===== src/core/gcsc_consts.vh =====
// constants for the pin function and clock synchronisation block
`ifndef GCSC_CONSTS_VH
`define GCSC_CONSTS_VH
`define GCSC_ADDR_PIN_CFG0 8'h00
`define GCSC_ADDR_PIN_CFG5 8'h05
`define GCSC_ADDR_POLARITY 8'h06
`define GCSC_ADDR_SYNC_MODE 8'h07
`define GCSC_ADDR_RAIL_CTRL 8'h08
`define GCSC_ADDR_OUT_VALUE 8'h09
`define GCSC_ADDR_PG_SS 8'h0a
`define GCSC_ADDR_CLK_STATUS 8'h0b
`define GCSC_ADDR_PIN_STATUS 8'h0c
`define GCSC_ADDR_TARGET_ADDR 8'h0d
`define GCSC_RST_PIN_CFG 16'h0000
`define GCSC_RST_POLARITY 6'h00
`define GCSC_RST_SYNC_MODE 16'h0050
`define GCSC_RST_RAIL_CTRL 5'h00
`define GCSC_RST_OUT_VALUE 6'h00
`define GCSC_RST_TARGET_ADDR 7'h00
`define GCSC_SYNC_EXT_EN 0
`define GCSC_SYNC_AUTOBACK 1
`define GCSC_SYNC_ROLE_LSB 2
`define GCSC_SYNC_ROLE_MSB 3
`define GCSC_SYNC_PCT_LSB 4
`define GCSC_SYNC_PCT_MSB 7
`define GCSC_SYNC_OSC_LSB 8
`define GCSC_SYNC_OSC_MSB 10
`define GCSC_ROLE_ALONE 2'h0
`define GCSC_ROLE_MASTER 2'h1
`define GCSC_ROLE_SLAVE 2'h2
`define GCSC_CFG_SEL_LSB 0
`define GCSC_CFG_SEL_MSB 4
`define GCSC_CFG_FUNC_LSB 8
`define GCSC_CFG_FUNC_MSB 10
`define GCSC_FUNC_INPUT 3'h0
`define GCSC_FUNC_OUTPUT 3'h1
`define GCSC_FUNC_CLK_IN 3'h2
`define GCSC_FUNC_CLK_OUT 3'h3
`define GCSC_FUNC_SYNC_OUT 3'h4
`define GCSC_FUNC_RAIL_EN 3'h5
`define GCSC_FUNC_PWR_GOOD 3'h6
`define GCSC_FUNC_EVENT 3'h7
`define GCSC_NUM_EVENTS 18
`define GCSC_INT_HALF_BASE 4'h4
`define GCSC_DET_WINDOW 64
`define GCSC_SYNC_DIV 8
`endif


===== src/core/gcsc_freq_det.v =====
// frequency window detector: external edges counted over internal clock window
`timescale 1ns/1ps
`include "gcsc_consts.vh"
module gcsc_freq_det #(
	parameter WIN = `GCSC_DET_WINDOW,
	parameter CW = 8
) (
	input wire core_clk_i,
	input wire rst_b_i,
	input wire clear_i,
	input wire ref_rise_i,
	input wire ext_rise_i,
	input wire [3:0] pct_i,
	output reg lock_o,
	output reg win_done_o
);
	localparam [15:0] WIN16 = WIN;
	localparam [CW-1:0] LAST = WIN - 1;
	localparam [CW-1:0] SAT = {CW{1'b1}};

	reg [CW-1:0] ref_cnt;
	reg [CW-1:0] ext_cnt;
	wire [CW-1:0] ext_total;
	wire [CW-1:0] lim_lo;
	wire [CW-1:0] lim_hi;

	function [CW-1:0] win_bound;
		input [3:0] pct;
		input up;
		reg [15:0] dev;
		begin
			dev = (WIN16 * {12'h000, pct}) / 16'h0064;
			if (up)
				win_bound = WIN16[CW-1:0] + dev[CW-1:0];
			else
				win_bound = WIN16[CW-1:0] - dev[CW-1:0];
		end
	endfunction

	// saturate so a very fast pin cannot wrap back into the window
	assign ext_total = (ext_cnt == SAT) ? SAT : ext_cnt + {{(CW-1){1'b0}}, ext_rise_i};
	assign lim_lo = win_bound(pct_i, 1'b0);
	assign lim_hi = win_bound(pct_i, 1'b1);

	always @(posedge core_clk_i)
	begin
		if (!rst_b_i || clear_i)
		begin
			ref_cnt <= {CW{1'b0}};
			ext_cnt <= {CW{1'b0}};
			lock_o <= 1'b0;
			win_done_o <= 1'b0;
		end
		else
		begin
			win_done_o <= 1'b0;
			if (ref_rise_i && ref_cnt == LAST)
			begin
				ref_cnt <= {CW{1'b0}};
				ext_cnt <= {CW{1'b0}};
				win_done_o <= 1'b1;
				lock_o <= (ext_total >= lim_lo) && (ext_total <= lim_hi);
			end
			else
			begin
				if (ref_rise_i)
					ref_cnt <= ref_cnt + {{(CW-1){1'b0}}, 1'b1};
				ext_cnt <= ext_total;
			end
		end
	end
endmodule // gcsc_freq_det


===== src/core/gcsc_clk_mux.v =====
// glitch-free switch between internal and external clock waveforms
`timescale 1ns/1ps
module gcsc_clk_mux (
	input wire core_clk_i,
	input wire rst_b_i,
	input wire int_lvl_i,
	input wire ext_lvl_i,
	input wire want_ext_i,
	output reg main_clk_o,
	output reg ext_active_o
);
	localparam ST_RUN = 1'b0;
	localparam ST_HOLD = 1'b1;

	reg state;
	reg int_d;
	reg ext_d;
	wire src_lvl;
	wire src_d;
	wire tgt_lvl;
	wire tgt_d;

	assign src_lvl = ext_active_o ? ext_lvl_i : int_lvl_i;
	assign src_d = ext_active_o ? ext_d : int_d;
	assign tgt_lvl = want_ext_i ? ext_lvl_i : int_lvl_i;
	assign tgt_d = want_ext_i ? ext_d : int_d;

	always @(posedge core_clk_i)
	begin
		if (!rst_b_i)
		begin
			state <= ST_RUN;
			int_d <= 1'b0;
			ext_d <= 1'b0;
			main_clk_o <= 1'b0;
			ext_active_o <= 1'b0;
		end
		else
		begin
			int_d <= int_lvl_i;
			ext_d <= ext_lvl_i;
			case (state)
			ST_RUN:
			begin
				// leave only while the source is low so the last high phase is whole;
				// a dead source parked low must still let the switch-back happen
				if (want_ext_i != ext_active_o && !src_lvl)
				begin
					state <= ST_HOLD;
					main_clk_o <= 1'b0;
				end
				else
					main_clk_o <= src_lvl;
			end
			ST_HOLD:
			begin
				// park low until the new source starts a fresh high phase
				if (!tgt_d && tgt_lvl)
				begin
					ext_active_o <= want_ext_i;
					state <= ST_RUN;
					main_clk_o <= 1'b1;
				end
				else
					main_clk_o <= 1'b0;
			end
			default:
			begin
				state <= ST_RUN;
				main_clk_o <= 1'b0;
			end
			endcase
		end
	end
endmodule // gcsc_clk_mux


===== src/core/gcsc_top.v =====
// pin function logic, polarity, rail control and clock synchronisation top
//
// Contract
// - start on internal oscillator after power-up
// - switch to external clock inside window
// - no clock in window: stay internal
// - auto switch-back to internal on failure
// - software selects master or slave role
// - master drives clock and sync outputs
// - slave internal until loaded, then master clock
// - pins may act as clock inputs
// - pin config from OTP or bus
// - all configuration and status readable back
// - polarity bits invert pins zero to five
// - serial mode ignores upper two polarity writes
// - pin controls buck, standby or mix
// - rail-control pin enables and disables rails
// - host enables rails by register too
// - power-good pin only when assigned rails good
// - power-good state readable in status register
// - pin signals one selected fault event
// - 7-bit bus address from nonvolatile memory
`timescale 1ns/1ps
`include "gcsc_consts.vh"
module gcsc_top #(
	parameter NPIN = 6,
	parameter NRAIL = 5,
	parameter DET_WINDOW = `GCSC_DET_WINDOW,
	parameter SYNC_DIV = `GCSC_SYNC_DIV
) (
	input wire core_clk_i,
	input wire rst_b_i,
	input wire reg_wr_i,
	input wire reg_rd_i,
	input wire [7:0] reg_addr_i,
	input wire [15:0] reg_wdata_i,
	output reg [15:0] reg_rdata_o,
	output reg reg_rvalid_o,
	input wire i2c_mode_i,
	input wire otp_load_i,
	input wire [95:0] otp_pin_cfg_i,
	input wire [5:0] otp_pol_i,
	input wire [15:0] otp_sync_i,
	input wire [6:0] otp_taddr_i,
	input wire [5:0] gpio_in_i,
	output reg [5:0] gpio_out_o,
	output reg [5:0] gpio_oe_o,
	input wire [4:0] rail_pg_i,
	input wire [4:0] rail_ss_done_i,
	input wire [17:0] event_i,
	output reg [4:0] rail_en_o,
	output wire main_clk_o,
	output wire ext_clk_active_o,
	output reg cfg_loaded_o,
	output reg [6:0] target_addr_o
);
	reg [15:0] pin_cfg [0:5];
	reg [5:0] pol;
	reg [15:0] sync_cfg;
	reg [4:0] host_rail;
	reg [5:0] out_value;
	reg [3:0] int_cnt;
	reg int_lvl;
	reg ext_d;
	reg ext_latch;
	reg main_d;
	reg [7:0] sync_cnt;
	reg sync_lvl;
	reg [2:0] clk_idx;
	reg clk_found;
	reg [5:0] next_out;
	reg [5:0] next_oe;
	reg [4:0] pin_rail_req;
	reg [15:0] next_rdata;
	integer i;

	wire [5:0] eff_in;
	wire [1:0] role;
	wire ext_mode;
	wire mst_on;
	wire [3:0] half;
	wire int_rise;
	wire ext_lvl;
	wire ext_rise;
	wire lock;
	wire win_done;
	wire main_rise;
	wire [7:0] sync_last;

	// decoded function and selector of one pin configuration word
	function [2:0] cfg_func;
		input [15:0] cfg;
		begin
			cfg_func = cfg[`GCSC_CFG_FUNC_MSB:`GCSC_CFG_FUNC_LSB];
		end
	endfunction

	function [4:0] cfg_sel;
		input [15:0] cfg;
		begin
			cfg_sel = cfg[`GCSC_CFG_SEL_MSB:`GCSC_CFG_SEL_LSB];
		end
	endfunction

	assign eff_in = gpio_in_i ^ pol;
	assign role = sync_cfg[`GCSC_SYNC_ROLE_MSB:`GCSC_SYNC_ROLE_LSB];
	assign ext_mode = (role == `GCSC_ROLE_SLAVE) || sync_cfg[`GCSC_SYNC_EXT_EN];
	assign mst_on = cfg_loaded_o && (role == `GCSC_ROLE_MASTER);
	assign half = `GCSC_INT_HALF_BASE + {1'b0, sync_cfg[`GCSC_SYNC_OSC_MSB:`GCSC_SYNC_OSC_LSB]};
	assign int_rise = (int_cnt == half - 4'h1) && !int_lvl;
	assign ext_lvl = clk_found ? eff_in[clk_idx] : 1'b0;
	assign ext_rise = ext_lvl && !ext_d;
	assign main_rise = main_clk_o && !main_d;
	assign sync_last = SYNC_DIV - 1;

	// register writes; an OTP load at the same edge takes precedence
	always @(posedge core_clk_i)
	begin
		if (!rst_b_i)
		begin
			for (i = 0; i < NPIN; i = i + 1)
				pin_cfg[i] <= `GCSC_RST_PIN_CFG;
			pol <= `GCSC_RST_POLARITY;
			sync_cfg <= `GCSC_RST_SYNC_MODE;
			host_rail <= `GCSC_RST_RAIL_CTRL;
			out_value <= `GCSC_RST_OUT_VALUE;
			target_addr_o <= `GCSC_RST_TARGET_ADDR;
			cfg_loaded_o <= 1'b0;
		end
		else if (otp_load_i)
		begin
			for (i = 0; i < NPIN; i = i + 1)
				pin_cfg[i] <= otp_pin_cfg_i[i*16 +: 16];
			pol <= otp_pol_i;
			sync_cfg <= otp_sync_i;
			target_addr_o <= otp_taddr_i;
			cfg_loaded_o <= 1'b1;
		end
		else if (reg_wr_i)
		begin
			for (i = 0; i < NPIN; i = i + 1)
				if (reg_addr_i == `GCSC_ADDR_PIN_CFG0 + i[7:0])
					pin_cfg[i] <= reg_wdata_i;
			case (reg_addr_i)
			`GCSC_ADDR_POLARITY:
			begin
				if (i2c_mode_i)
					pol <= {pol[5:4], reg_wdata_i[3:0]};
				else
					pol <= reg_wdata_i[5:0];
			end
			`GCSC_ADDR_SYNC_MODE:
				sync_cfg <= reg_wdata_i;
			`GCSC_ADDR_RAIL_CTRL:
				host_rail <= reg_wdata_i[4:0];
			`GCSC_ADDR_OUT_VALUE:
				out_value <= reg_wdata_i[5:0];
			default:
				host_rail <= host_rail;
			endcase
		end
	end

	// internal oscillator stand-in; its rate follows the user setting
	always @(posedge core_clk_i)
	begin
		if (!rst_b_i)
		begin
			int_cnt <= 4'h0;
			int_lvl <= 1'b0;
			ext_d <= 1'b0;
		end
		else
		begin
			ext_d <= ext_lvl;
			if (int_cnt >= half - 4'h1)
			begin
				int_cnt <= 4'h0;
				int_lvl <= !int_lvl;
			end
			else
				int_cnt <= int_cnt + 4'h1;
		end
	end

	// lowest-numbered pin set as clock input supplies the external clock
	always @*
	begin
		clk_idx = 3'h0;
		clk_found = 1'b0;
		for (i = NPIN - 1; i >= 0; i = i - 1)
			if (cfg_func(pin_cfg[i]) == `GCSC_FUNC_CLK_IN)
			begin
				clk_idx = i[2:0];
				clk_found = 1'b1;
			end
	end

	gcsc_freq_det #(
		.WIN(DET_WINDOW),
		.CW(8)
	) u_det (
		.core_clk_i(core_clk_i),
		.rst_b_i(rst_b_i),
		.clear_i(!clk_found),
		.ref_rise_i(int_rise),
		.ext_rise_i(ext_rise),
		.pct_i(sync_cfg[`GCSC_SYNC_PCT_MSB:`GCSC_SYNC_PCT_LSB]),
		.lock_o(lock),
		.win_done_o(win_done)
	);

	// external clock request: only after the load and a good window
	always @(posedge core_clk_i)
	begin
		if (!rst_b_i)
			ext_latch <= 1'b0;
		else if (!cfg_loaded_o || !ext_mode || !clk_found)
			ext_latch <= 1'b0;
		else if (win_done && lock)
			ext_latch <= 1'b1;
		else if (win_done && !lock && sync_cfg[`GCSC_SYNC_AUTOBACK])
			ext_latch <= 1'b0;
	end

	gcsc_clk_mux u_mux (
		.core_clk_i(core_clk_i),
		.rst_b_i(rst_b_i),
		.int_lvl_i(int_lvl),
		.ext_lvl_i(ext_lvl),
		.want_ext_i(ext_latch),
		.main_clk_o(main_clk_o),
		.ext_active_o(ext_clk_active_o)
	);

	// sync marker: high for one main clock period every SYNC_DIV periods
	always @(posedge core_clk_i)
	begin
		if (!rst_b_i)
		begin
			main_d <= 1'b0;
			sync_cnt <= 8'h00;
			sync_lvl <= 1'b0;
		end
		else
		begin
			main_d <= main_clk_o;
			if (main_rise)
			begin
				sync_lvl <= (sync_cnt == 8'h00);
				if (sync_cnt >= sync_last)
					sync_cnt <= 8'h00;
				else
					sync_cnt <= sync_cnt + 8'h01;
			end
		end
	end

	// per-pin drive and rail requests
	always @*
	begin
		next_out = 6'h00;
		next_oe = 6'h00;
		pin_rail_req = 5'h00;
		for (i = 0; i < NPIN; i = i + 1)
		begin
			case (cfg_func(pin_cfg[i]))
			`GCSC_FUNC_OUTPUT:
			begin
				next_out[i] = out_value[i];
				next_oe[i] = 1'b1;
			end
			`GCSC_FUNC_CLK_OUT:
			begin
				next_out[i] = mst_on && main_clk_o;
				next_oe[i] = mst_on;
			end
			`GCSC_FUNC_SYNC_OUT:
			begin
				next_out[i] = mst_on && sync_lvl;
				next_oe[i] = mst_on;
			end
			`GCSC_FUNC_RAIL_EN:
			begin
				// selector is a rail mask: bucks in bits 3:0, standby in bit 4
				if (eff_in[i])
					pin_rail_req = pin_rail_req | cfg_sel(pin_cfg[i]);
			end
			`GCSC_FUNC_PWR_GOOD:
			begin
				next_out[i] = (cfg_sel(pin_cfg[i]) != 5'h00)
					&& ((rail_pg_i & cfg_sel(pin_cfg[i])) == cfg_sel(pin_cfg[i]));
				next_oe[i] = 1'b1;
			end
			`GCSC_FUNC_EVENT:
			begin
				// codes past the last event drive inactive
				if (cfg_sel(pin_cfg[i]) < `GCSC_NUM_EVENTS)
					next_out[i] = event_i[cfg_sel(pin_cfg[i])];
				next_oe[i] = 1'b1;
			end
			default:
				next_oe[i] = 1'b0;
			endcase
		end
		next_out = next_out ^ pol;
	end

	always @(posedge core_clk_i)
	begin
		if (!rst_b_i)
		begin
			gpio_out_o <= 6'h00;
			gpio_oe_o <= 6'h00;
			rail_en_o <= 5'h00;
		end
		else
		begin
			gpio_out_o <= next_out;
			gpio_oe_o <= next_oe;
			// host and pin requests are ORed so either one can hold a rail on
			rail_en_o <= host_rail | pin_rail_req;
		end
	end

	// read-back; unmapped addresses return zero
	always @*
	begin
		next_rdata = 16'h0000;
		for (i = 0; i < NPIN; i = i + 1)
			if (reg_addr_i == `GCSC_ADDR_PIN_CFG0 + i[7:0])
				next_rdata = pin_cfg[i];
		case (reg_addr_i)
		`GCSC_ADDR_POLARITY:
			next_rdata = {10'h000, pol};
		`GCSC_ADDR_SYNC_MODE:
			next_rdata = sync_cfg;
		`GCSC_ADDR_RAIL_CTRL:
			next_rdata = {11'h000, host_rail};
		`GCSC_ADDR_OUT_VALUE:
			next_rdata = {10'h000, out_value};
		`GCSC_ADDR_PG_SS:
			next_rdata = {3'h0, rail_ss_done_i, 3'h0, rail_pg_i};
		`GCSC_ADDR_CLK_STATUS:
			next_rdata = {9'h000, clk_idx, clk_found, cfg_loaded_o, lock, ext_clk_active_o};
		`GCSC_ADDR_PIN_STATUS:
			next_rdata = {10'h000, eff_in};
		`GCSC_ADDR_TARGET_ADDR:
			next_rdata = {9'h000, target_addr_o};
		default:
			next_rdata = next_rdata;
		endcase
	end

	always @(posedge core_clk_i)
	begin
		if (!rst_b_i)
		begin
			reg_rdata_o <= 16'h0000;
			reg_rvalid_o <= 1'b0;
		end
		else
		begin
			reg_rvalid_o <= reg_rd_i;
			if (reg_rd_i)
				reg_rdata_o <= next_rdata;
		end
	end
endmodule // gcsc_top


===== config.mk =====
export PLATFORM = sky130hd
export DESIGN_NAME = gcsc_top
export DESIGN_NICKNAME = d
export VERILOG_FILES = /design/src/core/gcsc_freq_det.v /design/src/core/gcsc_clk_mux.v /design/src/core/gcsc_top.v
export VERILOG_INCLUDE_DIRS = /design/src /design/src/core
export SDC_FILE = /design/constraint.sdc
export NUM_CORES = 1
export LEC_CHECK = 0
export BUFFER_PORTS_ARGS = -buffer_cell sky130_fd_sc_hd__clkbuf_2
export CAP_MARGIN = 20
export CORE_MARGIN = 1
export CORE_UTILIZATION = 25
export CTS_BUF_LIST = sky130_fd_sc_hd__clkbuf_16
export DETAILED_ROUTE_END_ITERATION = 7
export GPL_TIMING_DRIVEN = 0
export PLACE_DENSITY = 0.55
export SETUP_SLACK_MARGIN = 0.15
export SLEW_MARGIN = 20
export SYNTH_ARGS = -nofsm -noshare
export SYNTH_HDL_FRONTEND = slang
export SYNTH_HIERARCHICAL = 1
export SYNTH_SLANG_ARGS = --single-unit
export TNS_END_PERCENT = 20

===== constraint.sdc =====
create_clock -name core_clk_i -period 4.8 [get_ports core_clk_i]
set_clock_uncertainty 0.05 [all_clocks]
set_input_delay 0.48 -clock core_clk_i [delete_from_list [all_inputs] [get_ports core_clk_i]]
set_output_delay 0.48 -clock core_clk_i [all_outputs]
set_load 0.05 [all_outputs]

==> key figures <==
Synthesis
  – Syn nets: ~1500
  – Synthesized area: between 10000 and 15000 sq um
  – Gate Count Post-Synth: 1331
  – Mapped Avg Cell Area: ~10 sq um
  – Synth top area cells: edfxtp_1, dfxtp_1, a22o_1
  – Ys flop type: dfxtp_1
  – Netlist cell types: 93
  – Post-synth EDFFs: 96
  – Syn. warnings: 6
  – Share of flip-flops with an asynchronous set or reset: 0%
  – Synth top area share: between 20% and 30%
  – Cell type with the largest total area after synthesis: edfxtp_1
  – Post-synthesis sequential area ratio: 39.78%
  – Yosys reg bits: 211

Power and ir drop
  – Worst IR Drop VDD: 0.2233 mV
  – Leak: ~6.5 nW
  – Power Density: 319.9 nW/um^2
  – Total Power: between 5 and 6 mW

Hold path
  – Hold Crit Class: in2reg
  – Worst Hold Launch: otp_sync_i[7]

Timing
  – Min Tclk post-route: ~4.7 ns
  – Fin. Hold Viols: 0
  – Slew @ Worst Pin: roughly 1 ns
  – Setup_tns: 0 ns
  – Relative slew slack: roughly a third
  – Fmax: about 0.21 GHz
  – Final Max Slew Viols: 0
  – Setup violators final: 0
  – RSZ-0062 raised after global routing: yes
  – Fin crit share: between 90% and 100%

Global route
  – Largest net degree at the start of global routing: 17
  – Vias in the first global route: approximately 12000
  – First-pass GRT wire length: 83.52 mm
  – Initial antenna violation count: 2
  – Tot GR Track Use: 21.25%
  – GRT overflow: 0

Placement
  – # port buffers: about 220
  – Post-detail-place hpwl: 44.40 mm
  – Post-place instance area: roughly 15000 sq um
  – Routability congestion estimate from global placement: roughly 0.97

Clock network
  – Skew-Pair Late Insertion Delay: 0.56 ns
  – Num CTS Buffers: 26
  – CTS tree: yes
  – CTS clk-pin slew, worst paths: 0.07 ns
  – Clk sink count: around 210
  – Clk root buf: clkbuf_16
  – Number of H-tree levels: 1
  – Max clock buf depth: 3

Critical path
  – CP cell instances: clkbuf_1 > nor3b_1 > a211oi_1 > nor2_1 > o21ai_0 > a32oi_2 > nor2_1 > ha_1 > ha_1 > nand2b_1 > ha_1 > a21o_1 > a21o_1 > a21o_1 > a21o_1 > a21o_1 > a21oi_2 > o22ai_1
  – Crit path DAT: slightly above 5 ns
  – Setup crit end kind: register
  – R2r endpoint: u_det/lock_o
  – Critical path startpoint: pin_cfg[3][9]
  – Critical Path Sink: u_det/lock_o
  – Register-to-Register Path Depth: 18
  – Bufs and invs on worst path: 1
  – CP max stage cell: clkbuf_1
  – Most frequent CP cell: a21o_1
  – Crit path required time: roughly 5.2 ns
  – Flop-to-flop setup slack: approximately 0.056 ns
  – Startpoint Class: register
  – Crit path depth: 18
  – Setup CP Type: reg2reg
  – Slowest cell delay on critical path: about 0.53 ns
  – R2r startpoint: pin_cfg[3][9]
  – CP Max Fanout: 9
  – Top delay family on crit path: compound AO/OA/AOI/OAI gates

Floorplan
  – Core area: between 50000 and 60000 sq um
  – Die Width: between 200 and 250 um
  – Die ar.: 53050 sq um
  – Top Ports: between 200 and 250
  – Chip height: about 230 um
  – Starting Density: about 25%
  – Row Count: 83

Finish
  – Final core utilization: 31.55%
  – Commonest non-fill, non-tap cell in the layout: clkbuf_2
  – Design Area, Final: between 15000 and 20000 sq um
  – Final nets: 1818
  – # fillers: 5346
  – Share of post-route cells with drive strength above 1: a little over a quarter
  – Layout area overhead: 24.45%
  – Commonest non-fill, non-tap cells in the layout: clkbuf_2, dfxtp_1, nor2_1

Routing
  – DRC: 0
  – Post-route ant nets: 0
  – Post-Route WL: 57.92 mm
  – DR iter-0 viols: between 1000 and 1500
  – Vias per cell: between 5 and 6
  – Vias: around 13000
  – Wirelength per Cell: between 20 and 30 um
  – First-pass DRT Iterations: 6

Run
  – Max Cap Viol: 0

Outcome
  – Status: complete, no violations
-- routing by layer --
layer	global-route usage [%]	vias to the layer above	wire length (um)
met5	0	-	31
met4	6.395	2	1847
met3	3.559	108	4694
met2	35.13	640	26940
met1	28.20	6364	24410
li1	-	5647	-
-- power breakdown --
group | internal (mW) | leakage (nW) | switching, mW
registers | 2.01 | 1.97 | 0.131
clock network | 1.12 | 0.431 | 0.827
logic | 0.430 | 4.13 | 0.667
total | 3.56 | 6.54 | 1.63
-- worst min-delay path by stage --
stage                             endpoint  slack (ns)  depth (start not counted)
after detailed placement          sync_lvl        0.41                          2
final                          sync_cfg[7]        0.11                          3
after floorplan                sync_cnt[7]        0.38                          2
after CTS                     sync_cfg[12]        0.09                          3
after global placement         sync_cnt[7]        0.39                          2
after global routing      target_addr_o[6]        0.12                          3
-- Yosys cell counts, types with 4 or more instances --
cell type and number:
nor2_1 111, nand2_1 97, a21o_1 13, nor2b_1 24, a222oi_1 11, and3_1 14, ha_1 26, xor2_1 14
a211oi_1 12, nor2_4 4, a31oi_1 22, dfxtp_1 115, mux2i_1 68, or3b_2 5, nand3b_1 9, nor3b_1 15
a22o_1 98, and2_1 9, a22oi_1 23, nand2b_1 19, nand4b_1 4, a221oi_1 11, o211ai_1 13, a21oi_1 58
nand3_1 33, a32oi_1 4, xnor2_1 12, nand4_1 10, edfxtp_1 96, a41oi_1 4, o21ai_0 70, clkbuf_1 61
o22ai_1 6, mux2_4 6, inv_1 37, buf_1 5, buf_4 6, buf_2 18, nor3_1 23, mux2_2 22
mux4_2 29, buf_6 4, or3_1 8
-- tightest hold or removal path, delay by kind of cell --
| kind | cells | cell delay, ns |
|---|---|---|
| mux | 1 | 0.05 |
| simple gates | 1 | 0.07 |
| buf+inv | 1 | 0.08 |
-- area by class of cell --
type / count / area, sq um / share of cell area [%]
plain buffers: 95 / 450.4 / 2.777
clock inverters: 21 / 152.6 / 0.9411
multi-input cells: 984 / 7430 / 45.81
clock buffers: 27 / 675.6 / 4.166
diodes: 1 / 2.502 / 0.01543
flip-flops and latches: 211 / 5197 / 32.05
inverters: 41 / 153.9 / 0.9489
repair buffers: 244 / 1306 / 8.054
well taps: 680 / 850.8 / 5.246
-- stage by stage --
step | worst slack, ns | std cells | hold WS (ns)
final | 0.05586 | 2304 | 0.1096
after global placement | -0.3138 | 2233 | 0.3935
after floorplan | 0.1694 | 1331 | 0.3781
after global routing | -0.006529 | 2304 | 0.1155
after detailed placement | -0.3443 | 2238 | 0.4070
after CTS | 0.1279 | 2301 | 0.09413
-- timing repair --
item	CTS	global route
cloned	0	0
hold buffers	0	0
gates resized for setup	28	5
buffers inserted	15	2
setup endpoints to repair	1	1
pin swaps	17	11
-- logic make-up (layout without fill, tap and decap cells) --
family                     Yosys count  count (layout)  share of synthesized area [%]
DFF                                211             211                          39.78
and+or+nand+nor                    420             420                          17.25
muxes                              125             125                          12.83
other                                0               1                              0
xor gates and xnor gates            26              26                          1.747
adders and majority gates           26              26                          2.496
buffers and inverters              136             428                          4.503
AOI/OAI and AO/OA                  387             387                          21.39
-- flip-flops by register name, summed over array words and instances, names as in the netlist, 4 cells and up --
signal / flops
gpio_oe_o: 6
gpio_out_o: 6
host_rail: 5
int_cnt: 4
out_value: 6
pin_cfg: 96
pol: 6
rail_en_o: 5
reg_rdata_o: 16
sync_cfg: 16
sync_cnt: 8
target_addr_o: 7
u_det/ext_cnt: 8
u_det/ref_cnt: 8
Note: power is estimated with default switching activity, not from simulation.
